File: src/include/oag_pkg.sv
// package: addressing modes, prefixes and widths for the operand address generator
package oag_pkg;
   localparam int unsigned ADDR_W = 16;
   localparam int unsigned DATA_W = 8;
   localparam logic [7:0] PFX_SECOND_INDEX   = 8'h90;
   localparam logic [7:0] PFX_INDIRECT       = 8'h92;
   localparam logic [7:0] PFX_INDIRECT_SECOND = 8'h91;
   localparam logic [1:0] MASK_LEVEL_ALL  = 2'h0;
   localparam logic [1:0] MASK_LEVEL_NONE = 2'h3;
   localparam logic [7:0] PAGE_ZERO_HI = 8'h00;
   localparam logic [2:0] BYTES_NONE = 3'h0;
   localparam logic [2:0] BYTES_ONE  = 3'h1;
   localparam logic [2:0] BYTES_TWO  = 3'h2;

   typedef enum logic [3:0] {
      OAG_INHERENT,
      OAG_IMMEDIATE,
      OAG_DIR_SHORT,
      OAG_DIR_LONG,
      OAG_IDX_NONE,
      OAG_IDX_SHORT,
      OAG_IDX_LONG,
      OAG_IND_SHORT,
      OAG_IND_LONG,
      OAG_INDIDX_SHORT,
      OAG_INDIDX_LONG,
      OAG_RELATIVE
   } oag_mode_e;

   typedef enum logic [1:0] {
      OAG_INH_OTHER,
      OAG_INH_MASK_SET,
      OAG_INH_MASK_CLEAR
   } oag_inh_e;
endpackage

File: src/include/oag_fetch_if.sv
// interface: byte fetch channel between sequencer and byte assembler
`timescale 1ns/1ps
`default_nettype none
interface oag_fetch_if;
   logic       take;
   logic       first;
   logic [7:0] data;
   logic [15:0] word;
   modport seq (output take, output first, output data, input word);
   modport asm (input take, input first, input data, output word);
endinterface
`default_nettype wire

File: src/oag_decoder.sv
// operand address generator: decodes mode, fetches extension bytes and forms the address
`timescale 1ns/1ps
`default_nettype none
// Operation
// RULE_01 - inherent: one byte, no operand fetch
// RULE_02 - immediate: next byte is operand value
// RULE_03 - short direct: one address byte, page zero
// RULE_04 - long direct: two address bytes, full space
// RULE_05 - indexed: index plus offset, unsigned
// RULE_06 - no offset indexed: index alone, no bytes
// RULE_07 - short indexed: byte offset, up to 1fe
// RULE_08 - long indexed: word offset, full space
// RULE_09 - indirect: pointer address follows opcode
// RULE_10 - short indirect: byte pointer, page zero
// RULE_11 - long indirect: word pointer from page zero
// RULE_12 - indirect indexed: pointer plus index register
// RULE_13 - short indirect indexed: byte pointer, up to 1fe
// RULE_14 - short forms page zero, long forms full
// RULE_15 - read modify write only short forms
// RULE_16 - mask set op sets level 3
// RULE_17 - mask clear op sets level 0
// RULE_18 - relative: pc plus signed 8-bit displacement
// RULE_19 - prefix 90 selects second index register
// RULE_20 - prefix 92 turns direct/indexed into indirect
// RULE_21 - prefix 91 second index indirect indexed
// RULE_22 - words msb first, sums carry, no wrap
// RULE_23 - extension bytes in order, pc advances past
module oag_decoder #(
   parameter int unsigned ADDR_W = oag_pkg::ADDR_W
) (
   input  wire logic                    clk_i,
   input  wire logic                    arst_n_i,
   // instruction start: opcode already classified by the core's opcode table
   input  wire logic                    start_i,
   input  wire logic [7:0]              prefix_i,
   input  wire logic                    prefix_valid_i,
   input  wire oag_pkg::oag_mode_e      mode_i,
   input  wire oag_pkg::oag_inh_e       inh_op_i,
   input  wire logic                    rmw_i,
   input  wire logic [ADDR_W-1:0]       pc_i,
   input  wire logic [7:0]              idx_first_i,
   input  wire logic [7:0]              idx_second_i,
   // memory byte channel
   input  wire logic                    mem_valid_i,
   input  wire logic [7:0]              mem_data_i,
   output logic                         mem_req_o,
   output logic [ADDR_W-1:0]            mem_addr_o,
   // results
   output logic                         busy_o,
   output logic                         done_o,
   output logic [ADDR_W-1:0]            ea_o,
   output logic [7:0]                   operand_o,
   output logic                         operand_imm_o,
   output logic [ADDR_W-1:0]            next_pc_o,
   output logic [1:0]                   mask_level_o,
   output logic                         illegal_o
);
   typedef enum logic [2:0] {
      S_IDLE,
      S_EXT,
      S_PTR,
      S_DISP,
      S_DONE
   } oag_state_e;

   oag_state_e          state_q;
   oag_pkg::oag_mode_e  mode_q;
   logic                second_q;
   logic [2:0]          ext_left_q;
   logic                ext_first_q;
   logic [2:0]          ptr_left_q;
   logic                ptr_first_q;
   logic [ADDR_W-1:0]   fetch_pc_q;
   logic [ADDR_W-1:0]   ptr_addr_q;
   logic [7:0]          index_q;
   logic [ADDR_W-1:0]   ea_q;
   logic [7:0]          operand_q;
   logic                operand_imm_q;
   logic [ADDR_W-1:0]   next_pc_q;
   logic [1:0]          mask_q;
   logic                illegal_q;
   logic                done_q;

   oag_pkg::oag_mode_e  eff_mode_d;
   logic                second_d;
   logic [2:0]          ext_bytes_d;
   logic [2:0]          ptr_bytes_d;
   logic                rmw_bad_d;

   oag_fetch_if f ();

   oag_word_asm u_asm (
      .clk_i    (clk_i),
      .arst_n_i (arst_n_i),
      .f        (f)
   );

   // prefix rewrites the opcode's mode and index choice
   always_comb begin
      eff_mode_d = mode_i;
      second_d   = 1'b0;
      if (prefix_valid_i && prefix_i == oag_pkg::PFX_SECOND_INDEX) begin
         second_d = 1'b1; // see RULE_19
      end else if (prefix_valid_i && prefix_i == oag_pkg::PFX_INDIRECT) begin
         unique case (mode_i) // see RULE_20
            oag_pkg::OAG_DIR_SHORT: eff_mode_d = oag_pkg::OAG_IND_SHORT;
            oag_pkg::OAG_DIR_LONG:  eff_mode_d = oag_pkg::OAG_IND_LONG;
            oag_pkg::OAG_IDX_SHORT: eff_mode_d = oag_pkg::OAG_INDIDX_SHORT;
            oag_pkg::OAG_IDX_LONG:  eff_mode_d = oag_pkg::OAG_INDIDX_LONG;
            default:                eff_mode_d = mode_i;
         endcase
      end else if (prefix_valid_i && prefix_i == oag_pkg::PFX_INDIRECT_SECOND) begin
         second_d = 1'b1; // see RULE_21
         unique case (mode_i)
            oag_pkg::OAG_IDX_SHORT: eff_mode_d = oag_pkg::OAG_INDIDX_SHORT;
            oag_pkg::OAG_IDX_LONG:  eff_mode_d = oag_pkg::OAG_INDIDX_LONG;
            default:                eff_mode_d = mode_i;
         endcase
      end
   end

   // bytes after the opcode and pointer size per mode
   always_comb begin
      ext_bytes_d = oag_pkg::BYTES_NONE;
      ptr_bytes_d = oag_pkg::BYTES_NONE;
      unique case (eff_mode_d)
         oag_pkg::OAG_INHERENT:     ext_bytes_d = oag_pkg::BYTES_NONE; // see RULE_01
         oag_pkg::OAG_IMMEDIATE:    ext_bytes_d = oag_pkg::BYTES_ONE;  // see RULE_02
         oag_pkg::OAG_DIR_SHORT:    ext_bytes_d = oag_pkg::BYTES_ONE;  // see RULE_03
         oag_pkg::OAG_DIR_LONG:     ext_bytes_d = oag_pkg::BYTES_TWO;  // see RULE_04
         oag_pkg::OAG_IDX_NONE:     ext_bytes_d = oag_pkg::BYTES_NONE; // see RULE_06
         oag_pkg::OAG_IDX_SHORT:    ext_bytes_d = oag_pkg::BYTES_ONE;  // see RULE_07
         oag_pkg::OAG_IDX_LONG:     ext_bytes_d = oag_pkg::BYTES_TWO;  // see RULE_08
         oag_pkg::OAG_RELATIVE:     ext_bytes_d = oag_pkg::BYTES_ONE;  // see RULE_18
         oag_pkg::OAG_IND_SHORT, oag_pkg::OAG_INDIDX_SHORT: begin
            ext_bytes_d = oag_pkg::BYTES_ONE;  // see RULE_10
            ptr_bytes_d = oag_pkg::BYTES_ONE;  // see RULE_13
         end
         oag_pkg::OAG_IND_LONG, oag_pkg::OAG_INDIDX_LONG: begin
            ext_bytes_d = oag_pkg::BYTES_ONE;  // see RULE_11
            ptr_bytes_d = oag_pkg::BYTES_TWO;
         end
         default: ext_bytes_d = oag_pkg::BYTES_NONE;
      endcase
   end

   // read-modify-write only allows page-zero forms (see RULE_15)
   always_comb begin
      unique case (eff_mode_d)
         oag_pkg::OAG_DIR_LONG, oag_pkg::OAG_IDX_LONG,
         oag_pkg::OAG_IND_LONG, oag_pkg::OAG_INDIDX_LONG: rmw_bad_d = rmw_i;
         default:                                          rmw_bad_d = 1'b0;
      endcase
   end

   // byte channel into the assembler
   assign f.take  = mem_req_o && mem_valid_i;
   assign f.first = (state_q == S_EXT) ? ext_first_q : ptr_first_q;
   assign f.data  = mem_data_i;

   assign mem_req_o  = (state_q == S_EXT) || (state_q == S_PTR);
   assign mem_addr_o = (state_q == S_PTR) ? ptr_addr_q : fetch_pc_q;

   // sequencer: opcode, then extension bytes in order, then pointer bytes
   always_ff @(posedge clk_i or negedge arst_n_i) begin
      if (!arst_n_i) begin
         state_q     <= S_IDLE;
         mode_q      <= oag_pkg::OAG_INHERENT;
         second_q    <= 1'b0;
         ext_left_q  <= oag_pkg::BYTES_NONE;
         ext_first_q <= 1'b1;
         ptr_left_q  <= oag_pkg::BYTES_NONE;
         ptr_first_q <= 1'b1;
         fetch_pc_q  <= '0;
         ptr_addr_q  <= '0;
         index_q     <= 8'h00;
      end else begin
         unique case (state_q)
            S_IDLE: begin
               if (start_i) begin
                  mode_q      <= eff_mode_d;
                  second_q    <= second_d;
                  index_q     <= second_d ? idx_second_i : idx_first_i;
                  ext_left_q  <= ext_bytes_d;
                  ptr_left_q  <= ptr_bytes_d;
                  ext_first_q <= 1'b1;
                  ptr_first_q <= 1'b1;
                  fetch_pc_q  <= ADDR_W'(pc_i + 1'b1); // see RULE_23
                  state_q     <= (ext_bytes_d == oag_pkg::BYTES_NONE) ? S_DISP : S_EXT;
               end
            end
            S_EXT: begin
               if (mem_valid_i) begin
                  fetch_pc_q  <= ADDR_W'(fetch_pc_q + 1'b1); // see RULE_23
                  ext_first_q <= 1'b0;
                  ext_left_q  <= ext_left_q - 3'h1;
                  if (ext_left_q == oag_pkg::BYTES_ONE) begin
                     // pointer lives in page zero at the fetched byte (see RULE_09)
                     ptr_addr_q <= {oag_pkg::PAGE_ZERO_HI, mem_data_i};
                     state_q    <= (ptr_left_q == oag_pkg::BYTES_NONE) ? S_DISP : S_PTR;
                  end
               end
            end
            S_PTR: begin
               if (mem_valid_i) begin
                  // word pointer from consecutive locations (see RULE_22)
                  ptr_addr_q  <= ADDR_W'(ptr_addr_q + 1'b1);
                  ptr_first_q <= 1'b0;
                  ptr_left_q  <= ptr_left_q - 3'h1;
                  if (ptr_left_q == oag_pkg::BYTES_ONE) begin
                     state_q <= S_DISP;
                  end
               end
            end
            S_DISP:  state_q <= S_DONE;
            S_DONE:  state_q <= S_IDLE;
            default: state_q <= S_IDLE;
         endcase
      end
   end

   // effective address: unsigned sums carry upward, never wrap within the byte
   always_ff @(posedge clk_i or negedge arst_n_i) begin
      if (!arst_n_i) begin
         ea_q          <= '0;
         operand_q     <= 8'h00;
         operand_imm_q <= 1'b0;
         next_pc_q     <= '0;
      end else if (state_q == S_DISP) begin
         next_pc_q     <= fetch_pc_q; // see RULE_23
         operand_imm_q <= (mode_q == oag_pkg::OAG_IMMEDIATE);
         operand_q     <= f.word[7:0]; // see RULE_02
         unique case (mode_q)
            oag_pkg::OAG_INHERENT:     ea_q <= '0; // see RULE_01
            oag_pkg::OAG_IMMEDIATE:    ea_q <= '0;
            oag_pkg::OAG_DIR_SHORT:    ea_q <= ADDR_W'(f.word[7:0]); // see RULE_03
            oag_pkg::OAG_DIR_LONG:     ea_q <= ADDR_W'(f.word); // see RULE_04
            oag_pkg::OAG_IDX_NONE:     ea_q <= ADDR_W'(index_q); // see RULE_06
            oag_pkg::OAG_IDX_SHORT:    ea_q <= ADDR_W'(f.word[7:0]) + ADDR_W'(index_q); // see RULE_07
            oag_pkg::OAG_IDX_LONG:     ea_q <= ADDR_W'(f.word) + ADDR_W'(index_q); // see RULE_05
            oag_pkg::OAG_IND_SHORT:    ea_q <= ADDR_W'(f.word[7:0]); // see RULE_10
            oag_pkg::OAG_IND_LONG:     ea_q <= ADDR_W'(f.word); // see RULE_11
            oag_pkg::OAG_INDIDX_SHORT: ea_q <= ADDR_W'(f.word[7:0]) + ADDR_W'(index_q); // see RULE_13
            oag_pkg::OAG_INDIDX_LONG:  ea_q <= ADDR_W'(f.word) + ADDR_W'(index_q); // see RULE_12
            // displacement counts from the end of the instruction
            oag_pkg::OAG_RELATIVE:
               ea_q <= ADDR_W'(fetch_pc_q + {{(ADDR_W-8){f.word[7]}}, f.word[7:0]}); // see RULE_18
            default:                   ea_q <= '0;
         endcase
      end
   end

   // interrupt mask level, changed only by the two inherent mask ops
   always_ff @(posedge clk_i or negedge arst_n_i) begin
      if (!arst_n_i) begin
         mask_q <= oag_pkg::MASK_LEVEL_NONE;
      end else if (state_q == S_IDLE && start_i && eff_mode_d == oag_pkg::OAG_INHERENT) begin
         if (inh_op_i == oag_pkg::OAG_INH_MASK_SET) begin
            mask_q <= oag_pkg::MASK_LEVEL_NONE; // see RULE_16
         end else if (inh_op_i == oag_pkg::OAG_INH_MASK_CLEAR) begin
            mask_q <= oag_pkg::MASK_LEVEL_ALL; // see RULE_17
         end
      end
   end

   // completion and illegal long-form read-modify-write flag
   always_ff @(posedge clk_i or negedge arst_n_i) begin
      if (!arst_n_i) begin
         illegal_q <= 1'b0;
         done_q    <= 1'b0;
      end else begin
         done_q <= (state_q == S_DISP);
         if (state_q == S_IDLE && start_i) begin
            illegal_q <= rmw_bad_d; // see RULE_15
         end
      end
   end

   assign busy_o        = (state_q != S_IDLE);
   assign done_o        = done_q;
   assign ea_o          = ea_q;
   assign operand_o     = operand_q;
   assign operand_imm_o = operand_imm_q;
   assign next_pc_o     = next_pc_q;
   assign mask_level_o  = mask_q;
   assign illegal_o     = illegal_q;

   chk_short_page_zero: assert property (@(posedge clk_i) disable iff (!arst_n_i) // see RULE_14
      done_o && (mode_q == oag_pkg::OAG_DIR_SHORT || mode_q == oag_pkg::OAG_IND_SHORT)
      |-> ea_o[ADDR_W-1:8] == 8'h00)
      else $error("short form left page zero");
   chk_mask_set_level: assert property (@(posedge clk_i) disable iff (!arst_n_i) // see RULE_16
      state_q == S_IDLE && start_i && eff_mode_d == oag_pkg::OAG_INHERENT
      && inh_op_i == oag_pkg::OAG_INH_MASK_SET |=> mask_level_o == 2'h3)
      else $error("mask set did not reach level 3");
   chk_mask_clear_level: assert property (@(posedge clk_i) disable iff (!arst_n_i) // see RULE_17
      state_q == S_IDLE && start_i && eff_mode_d == oag_pkg::OAG_INHERENT
      && inh_op_i == oag_pkg::OAG_INH_MASK_CLEAR |=> mask_level_o == 2'h0)
      else $error("mask clear did not reach level 0");
   chk_inherent_no_fetch: assert property (@(posedge clk_i) disable iff (!arst_n_i) // see RULE_01
      state_q == S_IDLE && start_i && eff_mode_d == oag_pkg::OAG_INHERENT
      |=> !mem_req_o ##1 done_o)
      else $error("inherent op fetched a byte");
   chk_short_idx_range: assert property (@(posedge clk_i) disable iff (!arst_n_i) // see RULE_07
      done_o && mode_q == oag_pkg::OAG_IDX_SHORT |-> ea_o <= 16'h01fe)
      else $error("short indexed address out of range");
   chk_pc_past_ext: assert property (@(posedge clk_i) disable iff (!arst_n_i) // see RULE_23
      state_q == S_IDLE && start_i && ext_bytes_d == oag_pkg::BYTES_NONE
      |=> ##1 next_pc_o == ADDR_W'($past(pc_i, 2) + 1'b1))
      else $error("pc not advanced past opcode");
   chk_ptr_page_zero: assert property (@(posedge clk_i) disable iff (!arst_n_i) // see RULE_09
      $rose(state_q == S_PTR) |-> ptr_addr_q[ADDR_W-1:8] == 8'h00)
      else $error("pointer not in page zero");
   chk_rmw_long_flag: assert property (@(posedge clk_i) disable iff (!arst_n_i) // see RULE_15
      state_q == S_IDLE && start_i && rmw_i && eff_mode_d == oag_pkg::OAG_DIR_LONG
      |=> illegal_o)
      else $error("long rmw not flagged");
endmodule
`default_nettype wire

File: src/oag_word_asm.sv
// byte assembler: builds a word from bytes fetched msb first
`timescale 1ns/1ps
`default_nettype none
module oag_word_asm (
   input  wire logic  clk_i,
   input  wire logic  arst_n_i,
   oag_fetch_if.asm   f
);
   logic [15:0] word_q;

   // first byte lands as low byte, a second shifts it up: msb first (see RULE_22)
   always_ff @(posedge clk_i or negedge arst_n_i) begin
      if (!arst_n_i) begin
         word_q <= 16'h0000;
      end else if (f.take) begin
         word_q <= f.first ? {8'h00, f.data} : {word_q[7:0], f.data};
      end
   end

   assign f.word = word_q;
endmodule
`default_nettype wire

File: config.mk
export PLATFORM = sky130hd
export DESIGN_NAME = oag_decoder
export DESIGN_NICKNAME = d
export VERILOG_FILES = /design/src/include/oag_pkg.sv /design/src/include/oag_fetch_if.sv /design/src/oag_decoder.sv /design/src/oag_word_asm.sv
export SDC_FILE = /design/constraint.sdc
export NUM_CORES = 1
export LEC_CHECK = 0
export ABC_CLOCK_PERIOD_IN_PS = 7200
export BUFFER_PORTS_ARGS = -buffer_cell sky130_fd_sc_hd__buf_2
export CAP_MARGIN = 15
export CELL_PAD_IN_SITES_DETAIL_PLACEMENT = 1
export CELL_PAD_IN_SITES_GLOBAL_PLACEMENT = 1
export CORE_ASPECT_RATIO = 1.5
export CORE_MARGIN = 1.5
export CORE_UTILIZATION = 40
export CTS_CLUSTER_DIAMETER = 80
export DETAILED_ROUTE_END_ITERATION = 12
export HOLD_SLACK_MARGIN = 0.15
export PLACE_DENSITY = 0.83
export SLEW_MARGIN = 25
export SYNTH_ARGS = -nofsm -noshare
export SYNTH_HDL_FRONTEND = slang
export SYNTH_SLANG_ARGS = --single-unit
File: constraint.sdc
create_clock -name clk_i -period 7.2 [get_ports clk_i]
set_input_delay 0.36 -clock clk_i [delete_from_list [all_inputs] [get_ports clk_i]]
set_output_delay 0.36 -clock clk_i [all_outputs]
set_load 0.01 [all_outputs]
==> run summary <==
run status = finished, final reports clean
Ys Warns = 0
synth-to-layout area growth = 18.90%
Die Footprint = 19930 um2
number of distinct library cell variants in the gate-level netlist after synthesis = 72
# Max-Cap Violations = 0
remaining design rule violation count = 0
Post CTS Setup Buffer Count = 0
fraction of layout cells with a size suffix above 1 = 17.73%
length of the first detailed-routing pass in iterations = 7
vias = 7742
maximum number of pins on one net before global-route repair = 73
grt total ovfl = 0
pre-CTS setup slack = 3.790 ns
Peak supply drop = 0.2159 mV
clock edge transition at the registers on the reported setup and hold paths = 0.06 ns
# rows = 61
number of enable-type register cells in the synthesized netlist = 0
worst slew margin relative to its limit = 39.12%
Initial Util = 40.98%
switching power of the nets = 0.002280 W
via/cell ratio = 5.951
fraction of the yosys area taken by sequential cells = 37.76%
1st-iter DRT viols = 491
Synth Register Bits = 115
CTS Buffer Depth = 2
overall die height = 172.2 um
leading register cell type out of synthesis = dfrtp_1
average cell area after synthesis = 8.223 um2
Seq pwr share = 28.1%
Pwr per Cell Area = 516.2 nW/um2
switching part of the total = 48.68%
via count of the first global-routing pass = 8226
Crit Path Max Fanout = 26
clock latency on the worst-skew pair = 0.43 ns
worst-case clock skew = 0.008193 ns
count of port buffers added during placement = 122
fraction of power consumed by the clock network = 17.3%
fill cell count = 2326
depth of the worst register-to-register path = 8
final cycle utilization of the critical path = 48.28%
number of ports placed on the die boundary = 123
capturing element type of the critical path = flip-flop
least setup slack across all paths after layout = 3.724 ns
count of inserted antenna diode cells = 0
global-route usage over all layers = 27.44%
Setup crit start kind = flip-flop
half-perimeter wire length after detailed placement = 19.05 mm
Syn Std Cell Area = 7631 um2
biggest area contributors in the synthesized netlist = dfrtp_1, nand2_1, ha_1, o21ai_0, a21oi_1
final net count = 1131
syn_nets = 1021
commonest cells in the netlist = nand2_1, dfrtp_1, nor2_1
count of clock tree sinks = 115
reg-to-reg critical path startpoint = state_q[1]
core region area = 18620 um2
number of antenna violations at the first check in global routing = 0
Final min period = 3.476 ns
critical path arrival = 3.77 ns
Async SR Flop Fraction = 100.0%
cell with the most instances after synthesis = nand2_1
hold crit path type = input pin to flip-flop
Routed wire per std cell = 20.11 um
Final Slew Violations = 0
combinational cell fraction of total power = 54.6%
critical path class = flip-flop to flip-flop
cell taking the most area after synthesis = dfrtp_1
CTS root buffer = clkbuf_16
final antenna-violating net count = 0
CP required = 7.49 ns
die width = 115.8 um
Total Routed Length = 26.16 mm
number of buffers created by CTS = 17
Post-Synthesis Cells = 928
capture point of the worst reg-to-reg path = fetch_pc_q[14]
setup TNS after final layout = 0 ns
TritonCTS clock tree = yes
share of the synthesized area in the top cell type = 36.73%
Internal = 0.002404 W
setup-violating endpoint count in the final report = 0
RSZ-0062 raised after global routing = no
startpoint of the worst hold path = mem_data_i[2]
Hold Crit Endpoint = u_asm.f.word[2]
Max Fclk = 0.2877 GHz
H-tree level count = 4
leakage dissipation = 4.257 nW
wire length of the first global-routing pass = 42.26 mm
final number of hold-violating endpoints = 0
flop-to-flop setup slack = 3.72 ns
Slew @ Worst Pin = 0.9048 ns
depth of the worst hold-timing path = 3
Routability Congestion = 0.9320
## what timing repair did
action	in CTS	in global routing
gates resized for setup	0	0
hold buffers	1	0
endpoints found under the hold margin	42	0
## cell usage in the layout, fill, tap and decap left out, types with 5 or more instances in the layout
master / count
nand2_1: 214
buf_2: 121
dfrtp_1: 112
nor2_1: 71
o21ai_0: 68
a21oi_1: 56
nand3_1: 31
ha_1: 31
inv_1: 22
mux2i_1: 19
clkbuf_16: 17
xnor2_1: 16
nor3_1: 15
a21o_1: 14
a22o_1: 14
a211oi_1: 12
nand2b_1: 12
o21a_1: 10
buf_4: 10
a222oi_1: 9
and3_1: 8
a22oi_1: 8
xor2_1: 8
clkbuf_8: 8
nor3b_1: 7
or3_1: 7
a211o_1: 6
a31oi_1: 6
o211ai_1: 6
nand3b_1: 5
o221ai_1: 5
a221oi_1: 5
nor4_1: 5
nand4_1: 5
## how the worst max path moves through the flow
| stage | slack (ns) | startpoint | end |
|---|---|---|---|
| finish | 3.72 | state_q[1] | fetch_pc_q[14] |
| global route | 3.40 | state_q[1] | fetch_pc_q[12] |
| CTS | 3.74 | state_q[1] | fetch_pc_q[14] |
| detailed placement | 3.79 | state_q[1] | fetch_pc_q[14] |
| global placement | 3.88 | state_q[1] | fetch_pc_q[14] |
| floorplan | 4.08 | state_q[1] | fetch_pc_q[14] |
## cell type report
| class | instances | area (um2) | share of cell area, % |
|---|---|---|---|
| Clock buffer | 28 | 546.8 | 6.026 |
| Clock inverter | 2 | 15.01 | 0.1655 |
| Inverter | 22 | 82.58 | 0.9101 |
| Multi-Input combinational cell | 748 | 4519 | 49.81 |
| Sequential cell | 115 | 2882 | 31.76 |
| Tap cell | 252 | 315.3 | 3.475 |
| Timing Repair Buffer | 134 | 713.2 | 7.860 |
## critical path: stages (launching register included)
cell and delay, ns:
dfrtp_1 0.64, or3b_1 0.80, nand2_1 0.11, nand2_1 0.12, ha_1 0.21, a21boi_0 0.66
nand4_1 0.28, a2111oi_0 0.43, a221oi_1 0.09
## metrics by stage
stage	cells	instance area, um2	total power, W	hold slack, ns	utilization [%]
3_3_place_gp	1269	8472	0.003700	0.3975	45.49
6_report	1301	9074	0.004684	0.1817	48.72
2_1_floorplan	928	7631	0.002923	0.06441	-
4_1_cts	1301	9057	0.004658	0.1724	48.64
5_1_grt	1301	9074	0.005023	0.1921	48.72
3_5_place_dp	1270	8486	0.003804	0.4072	45.57
## power by group through the flow
stage / Combinational [W] / Sequential [W] / Clock (W)
after floorplan: 0.00174 / 0.00118 / 0
after global placement: 0.00241 / 0.00129 / 0
after detailed placement: 0.00249 / 0.00131 / 0
after CTS: 0.00254 / 0.00130 / 0.000816
after global routing: 0.00283 / 0.00135 / 0.000839
final: 0.00256 / 0.00132 / 0.000810
## flip-flops by register name, summed over array words and instances (netlist names)
register and flops:
fetch_pc_q 16, u_asm.f.word 16, index_q 8, operand_imm_o 1, mode_q 4, operand_o 8, state_q 3, ptr_first_q 1
illegal_o 1, next_pc_o 16, ext_first_q 1, done_o 1, ptr_left_q 3, ea_o 16, ext_left_q 3, ptr_addr_q 16
mask_level_o 1
## layer usage
| metal | GRT usage [%] | vias to the layer above | routed length (um) | share of wire (%) |
|---|---|---|---|---|
| li1 | - | 3588 | - | - |
| met1 | 31.44 | 3850 | 10420 | 40 |
| met2 | 48.72 | 224 | 13750 | 53 |
| met3 | 4.346 | 80 | 944 | 3.6 |
| met4 | 14.21 | 0 | 1037 | 4.0 |
| met5 | 0 | - | 0 | 0 |
## cell families after synthesis
kind of cell    count (synthesis)  synth area share, %
fa+ha+maj                      33                5.607
xor+xnor                       24                2.755
compound gates                261                23.22
simple gates                  407                24.23
flops                         115                37.76
mux                            23                3.132
buf+inv                        65                3.296
Note: power is estimated with default switching activity, not from simulation.
